## src/sscc_pkg.sv

```systemverilog
// Purpose: Shared constants and types for the synchronous serial channel
// Assumes: Module clock CORE_CLK at 125 MHz
// Notes: Register offsets are byte addresses on the plain register port
package sscc_pkg;

    // Register offsets
    localparam logic [3:0] SSCC_ADR_CTRL = 4'h0;
    localparam logic [3:0] SSCC_ADR_STAT = 4'h1;
    localparam logic [3:0] SSCC_ADR_TX = 4'h2;
    localparam logic [3:0] SSCC_ADR_RX = 4'h3;
    localparam logic [3:0] SSCC_ADR_BRL = 4'h4;
    localparam logic [3:0] SSCC_ADR_BRH = 4'h5;

    // Control field positions
    localparam int SSCC_C_EN = 0;
    localparam int SSCC_C_MASTER = 1;
    localparam int SSCC_C_MSB = 2;
    localparam int SSCC_C_PH = 3;
    localparam int SSCC_C_PO = 4;
    localparam int SSCC_C_WLO = 5;
    localparam int SSCC_C_WHI = 7;
    localparam int SSCC_C_REN = 8;
    localparam int SSCC_C_PEN = 9;
    localparam int SSCC_C_BEN = 10;
    localparam int SSCC_C_TEN = 11;

    // Status field positions
    localparam int SSCC_S_RE = 0;
    localparam int SSCC_S_PE = 1;
    localparam int SSCC_S_BE = 2;
    localparam int SSCC_S_TE = 3;
    localparam int SSCC_S_BSY = 4;

    // Reset values
    localparam logic [11:0] SSCC_CTRL_RST = 12'h0E2;
    localparam logic [15:0] SSCC_BRL_RST = 16'h0000;
    localparam logic [7:0] SSCC_BYTE_RST = 8'h00;

    // Phase check window in module clock cycles
    localparam logic [1:0] SSCC_PH_BEFORE = 2'h1;
    localparam logic [1:0] SSCC_PH_AFTER = 2'h2;

    // Register port request
    typedef struct packed {
        logic [3:0] addr;
        logic [7:0] wdata;
        logic wr;
        logic rd;
    } sscc_req_t;

endpackage : sscc_pkg

```

## src/sscc_core.sv

```systemverilog
// Purpose: Synchronous serial channel, master or slave, one shift clock
// Assumes: Pins are synchronised here; bytes on a plain register port
// Notes: Frame width 1..8 bits; baud generator shared by both modes
//
// How it works
// [RQ1] Transmitter always samples its own input pin
// [RQ2] Idle stations keep drivers off or send ones; an enabled core keeps its data driver on when idle and sends out_bit_q
// [RQ3] Buffer-free pulse when buffer enters shift register
// [RQ4] Reloaded buffer starts next frame without gap
// [RQ5] Longer frames only as width multiples
// [RQ6] Mode picks pin directions and data lines
// [RQ7] Own 16-bit down counter with reload
// [RQ8] Reload reads live count while enabled
// [RQ9] Software never writes reload while enabled
// [RQ10] Shift rate is clock over 2(reload+1)
// [RQ11] Reload zero only in master mode
// [RQ12] Sticky error flags, enables gate error line
// [RQ13] Unread receive buffer overwritten, overrun flagged
// [RQ14] Data change near latch edge flags phase
// [RQ15] Half-clock full duplex reports phase fault
// [RQ16] Slave clock rate off by two flags
// [RQ17] Rate fault with overrun enable resets channel
// [RQ18] Rate checker expects next pulse after frame
// [RQ19] Slave frame on stale buffer flags stale
// [RQ20] Unselected open-drain slaves load all ones
// [RQ21] Push-pull slaves reload buffer every frame
// [RQ22] Width 2..8, words right aligned; the width field also gives 1
// [RQ23] Frame end fills receive buffer, pulses done
// [RQ24] Idle level and shift edge selectable
// [RQ25] Underflow reloads and toggles master clock
module sscc_core
    import sscc_pkg::*;
(
    // Clock and reset
    input wire logic CORE_CLK,
    input wire logic RST_B,
    // Register port
    input wire logic [3:0] ADDR,
    input wire logic [7:0] WDATA,
    input wire logic WR,
    input wire logic RD,
    output logic [7:0] RDATA,
    // Serial pins, each as input, output and enable
    input wire logic SCLK_I,
    output logic SCLK_O,
    output logic SCLK_OE,
    input wire logic MOSI_I,
    output logic MOSI_O,
    output logic MOSI_OE,
    input wire logic MISO_I,
    output logic MISO_O,
    output logic MISO_OE,
    // Interrupt lines
    output logic TX_FREE_IRQ,
    output logic RX_DONE_IRQ,
    output logic ERROR_IRQ
);

    ////////////////////////////////////////////////////////////////////////
    // Register port decode
    sscc_req_t req;
    assign req = '{addr: ADDR, wdata: WDATA, wr: WR, rd: RD};

    logic [11:0] ctrl_q;
    logic [3:0] err_q;
    logic [15:0] reload_q, cnt_q;
    logic [7:0] tx_buf_q, rx_buf_q, shift_q, rdata_q;
    logic tx_full_q, tx_new_q, rx_unread_q, busy_q;
    logic [3:0] bits_q;
    logic mclk_q;
    logic out_bit_q;
    logic [2:0] sclk_sync_q, miso_sync_q, mosi_sync_q;
    logic [1:0] after_q;
    logic rate_seen_q;
    logic [16:0] gap_q;

    wire en = ctrl_q[SSCC_C_EN];
    wire master = ctrl_q[SSCC_C_MASTER];
    wire msb_first_sel = ctrl_q[SSCC_C_MSB];
    wire clock_edge_sel = ctrl_q[SSCC_C_PH];
    wire idle_level_sel = ctrl_q[SSCC_C_PO];
    wire [3:0] width = {1'b0, ctrl_q[SSCC_C_WHI:SSCC_C_WLO]} + 4'h1;
    wire [3:0] err_en = ctrl_q[SSCC_C_TEN:SSCC_C_REN];

    wire wr_ctrl_lo = req.wr && req.addr == SSCC_ADR_CTRL;
    wire wr_ctrl_hi = req.wr && req.addr == SSCC_ADR_STAT;
    wire wr_tx = req.wr && req.addr == SSCC_ADR_TX;
    wire rd_rx = req.rd && req.addr == SSCC_ADR_RX;
    wire wr_brl = req.wr && req.addr == SSCC_ADR_BRL && !en;
    wire wr_brh = req.wr && req.addr == SSCC_ADR_BRH && !en;

    ////////////////////////////////////////////////////////////////////////
    // Pin synchronisers; stage 0 read only by stage 1
    always_ff @(posedge CORE_CLK or negedge RST_B) begin
        if (!RST_B) begin
            sclk_sync_q <= 3'h0;
            miso_sync_q <= 3'h0;
            mosi_sync_q <= 3'h0;
        end else begin
            sclk_sync_q <= {sclk_sync_q[1:0], SCLK_I};
            miso_sync_q <= {miso_sync_q[1:0], MISO_I};
            mosi_sync_q <= {mosi_sync_q[1:0], MOSI_I};
        end
    end

    // Data input by mode; a sender hears its own line in half duplex
    wire [2:1] din_sync = master ? miso_sync_q[2:1] // RQ6 RQ1
                                 : mosi_sync_q[2:1];

    ////////////////////////////////////////////////////////////////////////
    // Baud generator and edge events
    wire under = en && cnt_q == 16'h0000; // RQ10 RQ11
    wire [15:0] cnt_d = (!en || under) ? reload_q : cnt_q - 16'h0001;
    // Master clock stands at idle level outside frames
    wire mclk_d = !(en && busy_q) ? 1'b0 : (under ? !mclk_q : mclk_q); // RQ25

    // Slave clock normalised to idle-low, edges seen on synced copies
    wire s_now = sclk_sync_q[1] ^ idle_level_sel;
    wire s_old = sclk_sync_q[2] ^ idle_level_sel;
    wire s_lead = en && !master && s_now && !s_old;
    wire s_trail = en && !master && !s_now && s_old;
    wire m_lead = en && master && busy_q && under && !mclk_q;
    wire m_trail = en && master && busy_q && under && mclk_q;
    wire lead = m_lead || s_lead;
    wire trail = m_trail || s_trail;
    // Leading edge shifts when clock_edge_sel is 0, latches otherwise
    wire latch_ev = clock_edge_sel ? lead : trail; // RQ24
    wire shift_ev = clock_edge_sel ? trail : lead; // RQ24

    ////////////////////////////////////////////////////////////////////////
    // Frame control
    wire in_bit = din_sync[1];
    wire last_latch = busy_q && latch_ev && bits_q == width - 4'h1;
    wire [7:0] rx_word = {shift_q[6:0], in_bit};
    wire load_now = tx_full_q && (!busy_q || last_latch); // RQ4
    // Slave starts on first clock edge; stale if no new word loaded
    wire slave_start = !master && en && !busy_q && (s_lead || s_trail);
    wire stale = slave_start && !tx_full_q && !tx_new_q; // RQ19

    // Shift register holds bits in send order, msb first internally
    function automatic logic [7:0] order(input logic [7:0] w,
                                         input logic [3:0] n,
                                         input logic msb);
        logic [7:0] r;
        r = 8'h00;
        for (int i = 0; i < 8; i++) begin
            if (i < n) begin
                r[7 - i] = msb ? w[n - 1 - i] : w[i];
            end
        end
        return r;
    endfunction : order

    function automatic logic [7:0] unorder(input logic [7:0] s,
                                           input logic [3:0] n,
                                           input logic msb);
        logic [7:0] r;
        r = 8'h00;
        for (int i = 0; i < 8; i++) begin
            if (i < n) begin
                r[msb ? i : n - 1 - i] = s[i];
            end
        end
        return r;
    endfunction : unorder // RQ22

    // Transmit word rearranged into send order
    wire [7:0] load_word = order(tx_buf_q, width, msb_first_sel); // RQ22

    ////////////////////////////////////////////////////////////////////////
    // Phase check: change one cycle before to two after latch edge
    wire din_change = din_sync[1] ^ din_sync[2];
    logic before_q;
    wire phase_hit = busy_q && ((latch_ev && (din_change || before_q))
                     || (after_q != 2'h0 && din_change)); // RQ14 RQ15

    ////////////////////////////////////////////////////////////////////////
    // Slave rate check: gap between slave edges vs one half period
    wire [16:0] half = {1'b0, reload_q} + 17'h00001;
    wire s_edge = s_lead || s_trail;
    wire rate_hit = en && !master && rate_seen_q &&
                    ((s_edge && gap_q < {1'b0, half[16:1]}) ||
                     (gap_q > {half[15:0], 1'b0})); // RQ16 RQ18
    wire auto_reset = rate_hit && err_en[0]; // RQ17

    wire [3:0] err_set = {stale, rate_hit, phase_hit,
                          last_latch && rx_unread_q}; // RQ13

    ////////////////////////////////////////////////////////////////////////
    // Control and baud registers
    always_ff @(posedge CORE_CLK or negedge RST_B) begin
        if (!RST_B) begin
            ctrl_q <= SSCC_CTRL_RST;
            reload_q <= SSCC_BRL_RST;
            cnt_q <= SSCC_BRL_RST;
            mclk_q <= 1'b0;
        end else begin
            if (wr_ctrl_lo) ctrl_q[7:0] <= req.wdata;
            if (wr_ctrl_hi) ctrl_q[11:8] <= req.wdata[7:4];
            if (wr_brl) reload_q[7:0] <= req.wdata; // RQ9
            if (wr_brh) reload_q[15:8] <= req.wdata; // RQ7
            cnt_q <= cnt_d; // RQ7
            mclk_q <= mclk_d;
        end
    end

    ////////////////////////////////////////////////////////////////////////
    // Error flags: set wins over software clear
    always_ff @(posedge CORE_CLK or negedge RST_B) begin
        if (!RST_B) begin
            err_q <= 4'h0;
        end else if (wr_ctrl_hi) begin
            err_q <= (err_q & req.wdata[3:0]) | err_set; // RQ12
        end else begin
            err_q <= err_q | err_set; // RQ12
        end
    end

    ////////////////////////////////////////////////////////////////////////
    // Transmit buffer and frame engine
    always_ff @(posedge CORE_CLK or negedge RST_B) begin
        if (!RST_B) begin
            tx_buf_q <= SSCC_BYTE_RST;
            tx_full_q <= 1'b0;
            tx_new_q <= 1'b0;
            shift_q <= SSCC_BYTE_RST;
            busy_q <= 1'b0;
            bits_q <= 4'h0;
            out_bit_q <= 1'b0;
        end else if (auto_reset || !en) begin
            busy_q <= 1'b0;
            bits_q <= 4'h0;
            if (wr_tx) begin
                tx_buf_q <= req.wdata;
                tx_full_q <= 1'b1;
            end
        end else begin
            if (wr_tx) begin
                tx_buf_q <= req.wdata;
                tx_full_q <= 1'b1;
            end else if (load_now) begin
                tx_full_q <= 1'b0; // RQ3
            end
            if (load_now) begin
                shift_q <= load_word; // RQ4
                out_bit_q <= load_word[7];
                tx_new_q <= 1'b1;
                bits_q <= 4'h0;
                busy_q <= master;
            end else if (last_latch) begin
                busy_q <= 1'b0;
                bits_q <= 4'h0;
                shift_q <= rx_word;
                tx_new_q <= 1'b0;
            end else if (slave_start) begin
                busy_q <= 1'b1;
                if (stale) begin
                    out_bit_q <= shift_q[7]; // RQ19
                end
            end
            if (busy_q && latch_ev && !last_latch) begin
                shift_q <= rx_word; // RQ1
                bits_q <= bits_q + 4'h1;
            end
            if (busy_q && shift_ev && bits_q != 4'h0) begin
                out_bit_q <= shift_q[7];
            end
        end
    end

    ////////////////////////////////////////////////////////////////////////
    // Receive buffer, phase window and rate counter
    always_ff @(posedge CORE_CLK or negedge RST_B) begin
        if (!RST_B) begin
            rx_buf_q <= SSCC_BYTE_RST;
            rx_unread_q <= 1'b0;
            after_q <= 2'h0;
            before_q <= 1'b0;
            rate_seen_q <= 1'b0;
            gap_q <= 17'h00000;
        end else begin
            if (last_latch) begin
                rx_buf_q <= unorder(rx_word, width, msb_first_sel); // RQ23
                rx_unread_q <= 1'b1; // RQ13
            end else if (rd_rx) begin
                rx_unread_q <= 1'b0;
            end
            before_q <= din_change;
            if (latch_ev) begin
                after_q <= SSCC_PH_AFTER;
            end else if (after_q != 2'h0) begin
                after_q <= after_q - SSCC_PH_BEFORE;
            end
            if (!en || master || auto_reset) begin
                rate_seen_q <= 1'b0;
                gap_q <= 17'h00000;
            end else if (s_edge) begin
                rate_seen_q <= 1'b1; // RQ18
                gap_q <= 17'h00000;
            end else if (gap_q != 17'h1FFFF) begin
                gap_q <= gap_q + 17'h00001;
            end
        end
    end

    ////////////////////////////////////////////////////////////////////////
    // Read data, one cycle after the strobe
    logic [7:0] rsel;
    always_comb begin
        unique case (req.addr)
            SSCC_ADR_CTRL: rsel = ctrl_q[7:0];
            SSCC_ADR_STAT: rsel = {ctrl_q[11:8], err_q};
            SSCC_ADR_TX: rsel = {7'h00, busy_q};
            SSCC_ADR_RX: rsel = rx_buf_q;
            SSCC_ADR_BRL: rsel = en ? cnt_q[7:0] : reload_q[7:0]; // RQ8
            SSCC_ADR_BRH: rsel = en ? cnt_q[15:8] : reload_q[15:8]; // RQ8
            default: rsel = 8'h00;
        endcase
    end

    logic txf_q, rxd_q;
    always_ff @(posedge CORE_CLK or negedge RST_B) begin
        if (!RST_B) begin
            rdata_q <= SSCC_BYTE_RST;
            txf_q <= 1'b0;
            rxd_q <= 1'b0;
        end else begin
            rdata_q <= req.rd ? rsel : SSCC_BYTE_RST;
            txf_q <= en && load_now && !auto_reset; // RQ3
            rxd_q <= en && last_latch && !auto_reset; // RQ23
        end
    end

    ////////////////////////////////////////////////////////////////////////
    // Outputs and pin routing by mode
    assign RDATA = rdata_q;
    assign TX_FREE_IRQ = txf_q;
    assign RX_DONE_IRQ = rxd_q;
    assign ERROR_IRQ = |(err_q & err_en); // RQ12
    assign SCLK_O = mclk_q ^ idle_level_sel; // RQ24
    assign SCLK_OE = en && master; // RQ6
    assign MOSI_O = out_bit_q;
    assign MOSI_OE = en && master; // RQ6
    assign MISO_O = out_bit_q;
    assign MISO_OE = en && !master; // RQ6

endmodule : sscc_core

```

## config.mk

```make
export PLATFORM = sky130hd
export DESIGN_NAME = sscc_core
export DESIGN_NICKNAME = d
export VERILOG_FILES = /design/src/sscc_pkg.sv /design/src/sscc_core.sv
export SDC_FILE = /design/constraint.sdc
export NUM_CORES = 1
export LEC_CHECK = 0
export BUFFER_PORTS_ARGS = -buffer_cell sky130_fd_sc_hd__clkbuf_2
export CELL_PAD_IN_SITES_DETAIL_PLACEMENT = 1
export CELL_PAD_IN_SITES_GLOBAL_PLACEMENT = 1
export CORE_ASPECT_RATIO = 1.75
export CORE_UTILIZATION = 35
export CTS_CLUSTER_DIAMETER = 60
export CTS_CLUSTER_SIZE = 8
export DETAILED_ROUTE_END_ITERATION = 10
export GPL_TIMING_DRIVEN = 0
export PLACE_DENSITY = 0.68
export SKIP_LAST_GASP = 1
export SYNTH_ARGS = -nofsm -noshare
export SYNTH_HDL_FRONTEND = slang
export SYNTH_SLANG_ARGS = --single-unit
```

## constraint.sdc

```tcl
create_clock -name CORE_CLK -period 6.8 [get_ports CORE_CLK]
set_clock_uncertainty 0.05 [all_clocks]
set_input_delay 0.68 -clock CORE_CLK [delete_from_list [all_inputs] [get_ports CORE_CLK]]
set_output_delay 0.68 -clock CORE_CLK [all_outputs]
set_load 0.03 [all_outputs]
```

# == Word level (Yosys, flattened, before mapping) ==
# Cells that the tools add are included.
# word_totals
reg_bits,122
input_bits,19
output_inout_bits,17
elab_cells,306
# op_classes
n_addsub,15
n_lt_le_gt_ge,34
eq_ne,10
n_mux,120
bitwise,10
reduce_logical,91
# ops
op,n
"32-bit by 4-bit less-than comparator with 1-bit output, second input constant",16
"32-bit by 1-bit >= comparator with 1-bit output, second input constant",8
32-bit two-way mux,8
8-bit two-way mux,21
"32-bit by 3-bit subtractor with 32-bit output, second input constant",3
"32-bit by 2-bit subtractor with 32-bit output, second input constant",2
8-bit bitwise mux,7
1-bit two-way mux,55
17-bit two-way mux,3
1-bit logical AND,50
8-bit case mux with 6 select lines,1
"32-bit by 1-bit subtractor with 32-bit output, second input constant",1
1-bit binary-select mux with 3-bit select,8
1-bit demux with 3-bit select,8
4-bit two-way mux,5
"16-bit by 1-bit adder with 17-bit output, second input constant",1
"17-bit by 1-bit adder with 17-bit output, second input constant",1
17-bit > comparator,1
17-bit by 16-bit less-than comparator with 1-bit output,1
"17-bit inequality test, second input constant",1
16-bit logical NOT,1
"3-bit by 4-bit less-than comparator with 1-bit output, first input constant",4
16-bit two-way mux,1
"16-bit by 1-bit subtractor with 16-bit output, second input constant",1
other kinds (29),72

# == Longest topological paths before layout ==
# Gate-level depths: netlist of run 1.
# depth
ltp_word,30
mapped_depth,25
ltp_nobuf,19

# == Worst setup path before layout of run 1 ==
# Ideal clock, no wire load.
# synth_timing
kind,register to register
startpoint,reg ctrl_q[5]
endpoint,reg rx_buf_q[2]
setup_time_ns,0.065
arrival_ns,5.196
required_time_ns,6.685
setup_slack_ns,1.490
stages_incl_launch_ff,25
path_buffers,6
period_less_slack_ns,5.310
cell_sequence,dfstp_2 inv_1 clkbuf_1 clkbuf_1 ha_1 buf_2 buf_1 buf_1 nand2_1 nand2_1 ha_1 clkbuf_1 nand2b_1 inv_1 ha_1 o21ai_0 ha_1 nor4b_1 nand4_1 or3_1 nor3_2 nand4_1 a21o_1 a31oi_1 o22a_1
# synth_via
elab_chain_len,30
word_cells_on_any_way,91
classes_between,10 x add/sub; 24 x order compare; 1 x eq/ne; 46 x mux; 1 x bitwise; 9 x reduce/logical
# synth_rtl
element,line_no,text
start: declaration,sscc_core.sv:64,logic [11:0] ctrl_q;
start signal: assignment,sscc_core.sv:198,if (wr_ctrl_lo) ctrl_q[7:0] <= req.wdata;
3-bit by 1-bit adder with 4-bit output (*),sscc_core.sv:82,"wire [3:0] width = {1'b0, ctrl_q[SSCC_C_WHI:SSCC_C_WLO]} + 4'h1;"
branches (longest 29 deep; another with 32-bit by 1-bit subtractor with 32-bit output),n/a,
end signal: assignment,sscc_core.sv:283,"rx_buf_q <= unorder(rx_word, width, msb_first_sel);"
end: declaration,sscc_core.sv:67,"logic [7:0] tx_buf_q, rx_buf_q, shift_q, rdata_q;"
# Mark *: on every way between the ends. The select of a mux whose other input is x is not followed.
# A chain may end at the register's enable or synchronous reset.

# == Worst setup path in the final report of run 1 ==
# Ends and elaborated chain as after synthesis.

==> summary.md, run 1 <==
| Metric | Value |
|---|---|
| Layout cells sized above 1 | 0.143 |
| WL final | 33.3 mm |
| Vias | 8554 |
| Total CTS buffers | 17 |
| Root Driver | clkbuf_16 |
| TritonCTS clock tree | yes |
| Post-Syn Instances | approximately 1.1k |
| Worst Max-Slew Pin Slew | 1.24 ns |
| CP Capture Type | flip-flop |
| Post-CTS Setup Repair Bufs | 0 |
| Setup ws final | 0.430 ns |
| Post-synthesis sequential area ratio | 0.326 |
| Fillers | 3119 |
| Post-layout util | 0.401 |
| Synth Area in Adders | 0.105 |
| Critical Path Start | ctrl_q[5]$_DFFE_PN1P_ |
| Min cycle time layout | 6.37 ns |
| Initial antenna violation count | 0 |
| Compound-gate portion of the synthesized area | 0.162 |
| Worst slack, placed | -0.684 ns |
| Dominant synthesized flop cell | dfrtp_1 |
| Largest family of logic cells by synthesized area | simple AND/OR/NAND/NOR gates |
| Final period util | 0.937 |
| Endpoints failing hold | 0 |
| Die W | 126 um |
| Max Fclk | ~0.16 GHz |
| Synth Area in XOR/XNOR | 0.0512 |
| Crit-path max FO | 19 |
| Final setup viols | 0 |
| Largest area contributor in the netlist | dfrtp_1 |
| Vias in the first global route | 9303 |
| Crit path DAT | 6.68 ns |
| Setup crit start kind | flip-flop |
| Max_slew headroom | 0.165 |
| Largest net degree at the start of global routing | 92 |
| Status | complete, no violations |
| Critical Path RT | 7.11 ns |
| Final ANT Viol Nets | 0 |
| Largest cells by area after synthesis | dfrtp_1, ha_1, mux2_2 |
| TNS Setup | 0 ns |
| Post-synth EDFFs | 0 |
| Die ar. | approximately 28000 um2 |
| Synth unique cells | 84 |
| CP Class | flip-flop to flip-flop |
| Initial DRC Count | 430 |
| Design area | 10600 um2 |
| Simple-gate share of the synthesized area | 0.208 |
| Mapped Nets | 1150 |
| Ant diodes | 0 |
| Final nets | approximately 1.2k |
| Worst flop-to-flop path startpoint | ctrl_q[5]$_DFFE_PN1P_ |
| First-pass GRT wire length | 52.5 mm |
| Ports | 36 |
| Synth top area share | 0.315 |
| Worst-case clock buffer depth | 2 |
| # hold bufs at CTS | 0 |
| # H-tree levels | 4 |
| Row Count | 79 |
| Cell Area, Synth | 9390 um2 |
| Synth-to-Final Area Change | 13.0% |
| CTS sink cnt | 122 |
| Drt first pass iters | 5 |
| Syn avg cell area | 8.92 um2 |
| Routed WL per cell | around 23 um |
| GRT Total Usage | 0.252 |
| Max VDD drop | 0.000144 V |
| Max cap viols | 0 |
| Pwr dens | 361 nW/um2 |
| Placed wire-length estimate | between 20 and 30 mm |
| Initial core utilization | 0.354 |
| GPL Wtd Cong | 0.949 |
| Placeable Area | 26500 um2 |
| Post-synthesis mux area share | 0.103 |
| Post-synth top cells | dfrtp_1, nand2_1, nor2_1 |
| Drt via density | 5.93 |
| Slew Viols, Final | 0 |
| Clock Pin Slew Worst Setup and Hold Paths | around 0.060 ns |
| Height of the chip | 219 um |
| Flops & latches, synth | 122 |
| Setup repair after global routing missed its margin | no |
| Dominant cell by count in the synthesized netlist | dfrtp_1 |
| I/O Buffers | 35 |
| DRC violations left | 0 |
| Overflow left after global routing | 0 |
| Clock latency on the worst-skew pair | between 0.4 and 0.5 ns |
| Fraction of registers with async set/reset | 1.00 |
| Pleak | 4.54 nW |
| Total number of yosys warnings | 0 |
| Placement Cell Area | around 10000 um2 |
| Pwr Total | roughly 0.0038 W |
| Worst Hold Class | input pin to asynchronous set/reset pin |
-- final cells by class --
type / instances / area (um2) / area share
buffer: 54 / 270 / 0.0255
clock inverter: 10 / 118 / 0.0111
multi-input combinational: 833 / 5920 / 0.558
clock buffer: 22 / 474 / 0.0447
sequential: 122 / 3060 / 0.288
timing repair buffer: 36 / 211 / 0.0199
inverter: 42 / 158 / 0.0149
tap: 324 / 405 / 0.0382
-- final timing paths --
check	endpoint	slack, ns	cells past startpoint
setup / recovery	rx_buf_q[2]$_DFFE_PN0P_	0.43	23
hold / removal	cnt_q[11]$_DFF_PN0_	0.1	1
setup reg to reg	rx_buf_q[2]$_DFFE_PN0P_	0.43	23
hold reg to reg	sclk_sync_q[1]$_DFF_PN0_	0.30	0
max in group asynchronous	gap_q[11]$_DFFE_PN0P_	5.81	2
min in group CORE_CLK	sclk_sync_q[1]$_DFF_PN0_	0.30	0
-- layer usage --
| layer | global-route usage | part of all wire |
|---|---|---|
| met5 | 0 | 0 |
| met4 | 0.147 | 0.056 |
| met3 | 0.0304 | 0.021 |
| met2 | 0.502 | 0.56 |
| met1 | 0.245 | 0.36 |
-- repair_timing --
action	in CTS	in global routing
setup endpoints to repair	7	2
gates resized for setup	3	2
gates cloned	0	0
pin swaps	0	0
hold endpoints to repair	0	0
-- power by group --
group,switching [W],internal (W),total (W),leakage [nW]
registers,0.000224,0.000892,0.00112,1.57
logic,0.00113,0.000693,0.00182,2.69
clock network,0.000332,0.000567,0.000900,0.278
total,0.00168,0.00215,0.00383,4.54
-- critical path, cell delays in order, from the launching register on --
cell and delay [ns]:
dfstp_2 0.62, inv_1 0.08, clkbuf_1 0.30, clkbuf_2 0.35, ha_1 0.43, clkbuf_4 0.33
buf_2 0.34, nand2_1 0.22, nand2_1 0.24, ha_1 0.30, clkbuf_2 0.30, nand2b_1 0.20
inv_1 0.10, ha_1 0.18, o21ai_0 0.11, ha_1 0.28, nor4b_1 0.31, nand4_1 0.15
or3_1 0.39, nor3_4 0.29, nand4_1 0.14, a21o_1 0.25, a31oi_1 0.18, o22a_1 0.14
-- sequential cells by signal, summed over array words and instances, names as in the netlist, 3 cells and up --
signal,cells
gap_q,17
tx_buf_q,8
cnt_q,16
reload_q,16
mosi_sync_q,3
shift_q,8
miso_sync_q,3
sclk_sync_q,3
RDATA,8
rx_buf_q,8
bits_q,4
ctrl_q,12
err_q,4
-- through the flow --
stage               hold slack, ns  instances
finish                      0.0965       1443
global route                 0.102       1443
CTS                         0.0848       1443
detailed placement           0.286       1412
global placement             0.288       1411
floorplan                    0.281       1052
-- logic make-up (layout without fill, tap and decap cells) --
family | Yosys count | count (layout)
multiplexers | 81 | 81
AO/OA/AOI/OAI | 235 | 235
adder cells (fa/ha/maj) | 79 | 79
buffers and inverters | 97 | 164
AND/OR/NAND/NOR | 384 | 384
XOR/XNOR | 54 | 54
flip-flops | 122 | 122
-- placed cells by master, fill, tap and decap left out, drive strengths merged, types with 6 or more instances in the layout --
master,count
a22oi,7
nor4,16
a21oi,39
or2,7
a41oi,6
o21ai,85
clkbuf,93
nand2,106
o211ai,6
nor2,84
inv,42
nor3,22
nor2b,14
xor2,30
a211oi,7
nand3,43
dfrtp,118
nand4,23
xnor2,24
buf,19
mux2,44
nand2b,11
o22ai,7
nand4b,9
mux2i,32
a31oi,10
and3,15
a221oi,14
ha,79
(Power assumes the default switching activity.)
==> run 2: changes to the inputs <==
Settings changed: CAP_MARGIN from default to 20, RECOVER_POWER from default to 25.
==> summary.md, run 2 (synthesis results as in run 1) <==
| Metric | Value |
|---|---|
| GRT Total Usage | 0.254 (+0.00150) |
| Final period util | 0.947 (+0.0102) |
| Most frequent cells in the layout | dfrtp_1, nand2_1, nor2_1 |
| Max_slew headroom | -0.573 (-0.738) |
| Clock power share | 0.229 (-0.006) |
| Row Count | 79 (unchanged) |
| Layout cells sized above 1 | 0.145 (+0.00229) |
| Total CTS buffers | 17 (unchanged) |
| Cells on worst reg2reg path | 23 (unchanged) |
| CP Capture Type | flip-flop |
| Final setup viols | 0 (unchanged) |
| P_sw | 0.00171 W (+1.8%) |
| First-pass GRT wire length | 52.5 mm (about the same) |
| Initial DRC Count | 458 (+6.5%) |
| Clock Pin Slew Worst Setup and Hold Paths | 0.06 ns (about the same) |
| Critical Path Start | ctrl_q[5]$_DFFE_PN1P_ |
| Ant diodes | 0 (unchanged) |
| Status | finished, violations left |
| Placed wire-length estimate | 26.4 mm (+0.31%) |
| Setup crit start kind | flip-flop |
| Overflow left after global routing | 0 (unchanged) |
| Clock latency on the worst-skew pair | 0.44 ns (+0.02 ns) |
| Sequential power share | 0.292 (about the same) |
| GPL Wtd Cong | 0.949 (unchanged) |
| Max VDD drop | 0.000146 V (+1.5%) |
| Pleak | 4.53 nW (-0.17%) |
| Max cap viols | 2 (+2) |
| Vias | 8540 (-0.16%) |
| Setup repair after global routing missed its margin | no |
| Drt first pass iters | 5 (unchanged) |
| Part of the power in combinational logic | 0.479 (+0.005) |
| Worst Hold Class | flip-flop to flip-flop |
| I/O Buffers | 35 (unchanged) |
| Reg-to-reg critical path endpoint | rx_buf_q[2]$_DFFE_PN0P_ |
| Pwr Total | 0.00382 W (-0.30%) |
| Critical path destination | rx_buf_q[2]$_DFFE_PN0P_ |
| Most common cell after layout, fill and taps aside | dfrtp_1 |
| WL final | 33.5 mm (+0.58%) |
| Root Driver | clkbuf_16 |
| Die W | 126 um (unchanged) |
| Die ar. | 27500 um2 (unchanged) |
| Worst Hold Launch | sclk_sync_q[0]$_DFF_PN0_ |
| # hold bufs at CTS | 0 (unchanged) |
| Reg with most FFs | gap_q |
| TritonCTS clock tree | yes |
| Post-CTS Setup Repair Bufs | 0 (unchanged) |
| Worst flop-to-flop path startpoint | ctrl_q[5]$_DFFE_PN1P_ |
| Largest net degree at the start of global routing | 92 (unchanged) |
| Ports | 36 (unchanged) |
| CTS sink cnt | 122 (unchanged) |
| Crit path DAT | 6.76 ns (+0.08 ns) |
| Failing checks | max-capacitance violations, max-slew violations |
| Int Pwr | 0.00211 W (-2.0%) |
| Final nets | 1207 (+0.25%) |
| R2r setup slk | 0.36 ns (-0.07 ns) |
| Pwr dens | 361 nW/um2 (about the same) |
| Height of the chip | 219 um (unchanged) |
| Max Fclk | 0.155 GHz (-1.1%) |
| Worst slack, placed | -0.771 ns (-0.0868 ns) |
| Final ANT Viol Nets | 0 (unchanged) |
| Placeable Area | 26500 um2 (unchanged) |
| Synth-to-Final Area Change | 12.6% |
| Biggest registers after layout | gap_q x17, cnt_q x16, reload_q x16 |
| DRC violations left | 0 (unchanged) |
| CP Class | flip-flop to flip-flop |
| Min cycle time layout | 6.44 ns (+0.0696 ns) |
| Drt via density | 5.91 (-0.37%) |
| Critical Path RT | 7.12 ns (about the same) |
| Max reg flops | 17 (unchanged) |
| Worst-case clock buffer depth | 2 (unchanged) |
| Worst Max-Slew Pin Slew | 2.36 ns (+1.12 ns) |
| Initial core utilization | 0.354 (unchanged) |
| Routed WL per cell | 23.2 um (+0.37%) |
| Vias in the first global route | 9212 (-0.98%) |
| # H-tree levels | 4 (unchanged) |
| Slew Viols, Final | 125 (+125) |
| Switching Fraction | 0.448 (+0.00932) |
| Endpoints failing hold | 0 (unchanged) |
| Crit-path max FO | 19 (unchanged) |
| Setup ws final | 0.361 ns (-0.0696 ns) |
| Initial antenna violation count | 0 (unchanged) |
-- run 2: cell count changes in the layout (fill, tap and decap cells not counted), sizes merged --
cell and delta:
bufinv -1, buf +2, clkbuf -2, inv +2
clkinv +2
-- run 2: worst min-delay path by stage --
stage,slack [ns],endpoint,cells past startpoint
floorplan,0.28,miso_sync_q[1]$_DFF_PN0_,0
global placement,0.29,sclk_sync_q[1]$_DFF_PN0_,0
detailed placement,0.29,sclk_sync_q[1]$_DFF_PN0_,0
CTS,0.08,cnt_q[11]$_DFF_PN0_,1
global route,0.29,miso_sync_q[0]$_DFF_PN0_,1
finish,0.30,sclk_sync_q[1]$_DFF_PN0_,0
-- run 2: per-layer routing --
metal	vias up	GRT usage	wire, um
met1	4262	0.244	11900
met5	-	0	0
li1	3983	-	-
met3	98	0.0306	742
met2	197	0.498	18800
met4	0	0.170	2080
-- run 2: power groups by stage --
stage / sequential [W] / clock [W] / combinational [W]
after CTS: 0.00111 / 0.000893 / 0.00183
after global routing: 0.00113 / 0.000921 / 0.00201
final: 0.00112 / 0.000876 / 0.00183
after detailed placement: 0.00112 / 0 / 0.00182
after global placement: 0.00112 / 0 / 0.00176
after floorplan: 0.00104 / 0 / 0.00127
-- run 2: critical path, stage by stage, from the launching register on --
cell	delay, ns
dfstp_2	0.62
inv_1	0.08
clkbuf_1	0.31
clkbuf_2	0.35
ha_1	0.44
clkbuf_4	0.34
buf_2	0.35
nand2_1	0.24
nand2_1	0.24
ha_1	0.30
clkbuf_2	0.31
nand2b_1	0.20
inv_1	0.09
ha_1	0.17
o21ai_0	0.11
ha_1	0.29
nor4b_1	0.30
nand4_1	0.15
or3_1	0.38
nor3_4	0.29
nand4_1	0.14
a21o_1	0.25
a31oi_1	0.20
o22a_1	0.15
-- run 2: what timing repair did --
action | CTS | global route
endpoints found under the hold margin | 0 | 0
endpoints found under the setup margin | 7 | 2
cloned | 0 | 0
gates resized for setup | 3 | 2
-- run 2: stage by stage --
stage | util | hold WS (ns) | std cells | TNS [ns] | area [um2]
after CTS | 0.400 | 0.0848 | 1445 | 0 | 10600
after global placement | 0.376 | 0.288 | 1411 | -2.45 | 9970
final | 0.399 | 0.297 | 1446 | 0 | 10600
after detailed placement | 0.378 | 0.286 | 1414 | -3.04 | 10000
after global routing | 0.399 | 0.287 | 1446 | 0 | 10600
after floorplan | - | 0.281 | 1052 | 0 | 9390
-- run 2: final cells by class --
type | instances | area (um2)
Fill cell | 3104 | 15900
Multi-Input combinational cell | 833 | 5910
Sequential cell | 122 | 3060
Clock buffer | 19 | 453
Tap cell | 324 | 405
Buffer | 54 | 270
Timing Repair Buffer | 39 | 199
Inverter | 42 | 158
Clock inverter | 13 | 119
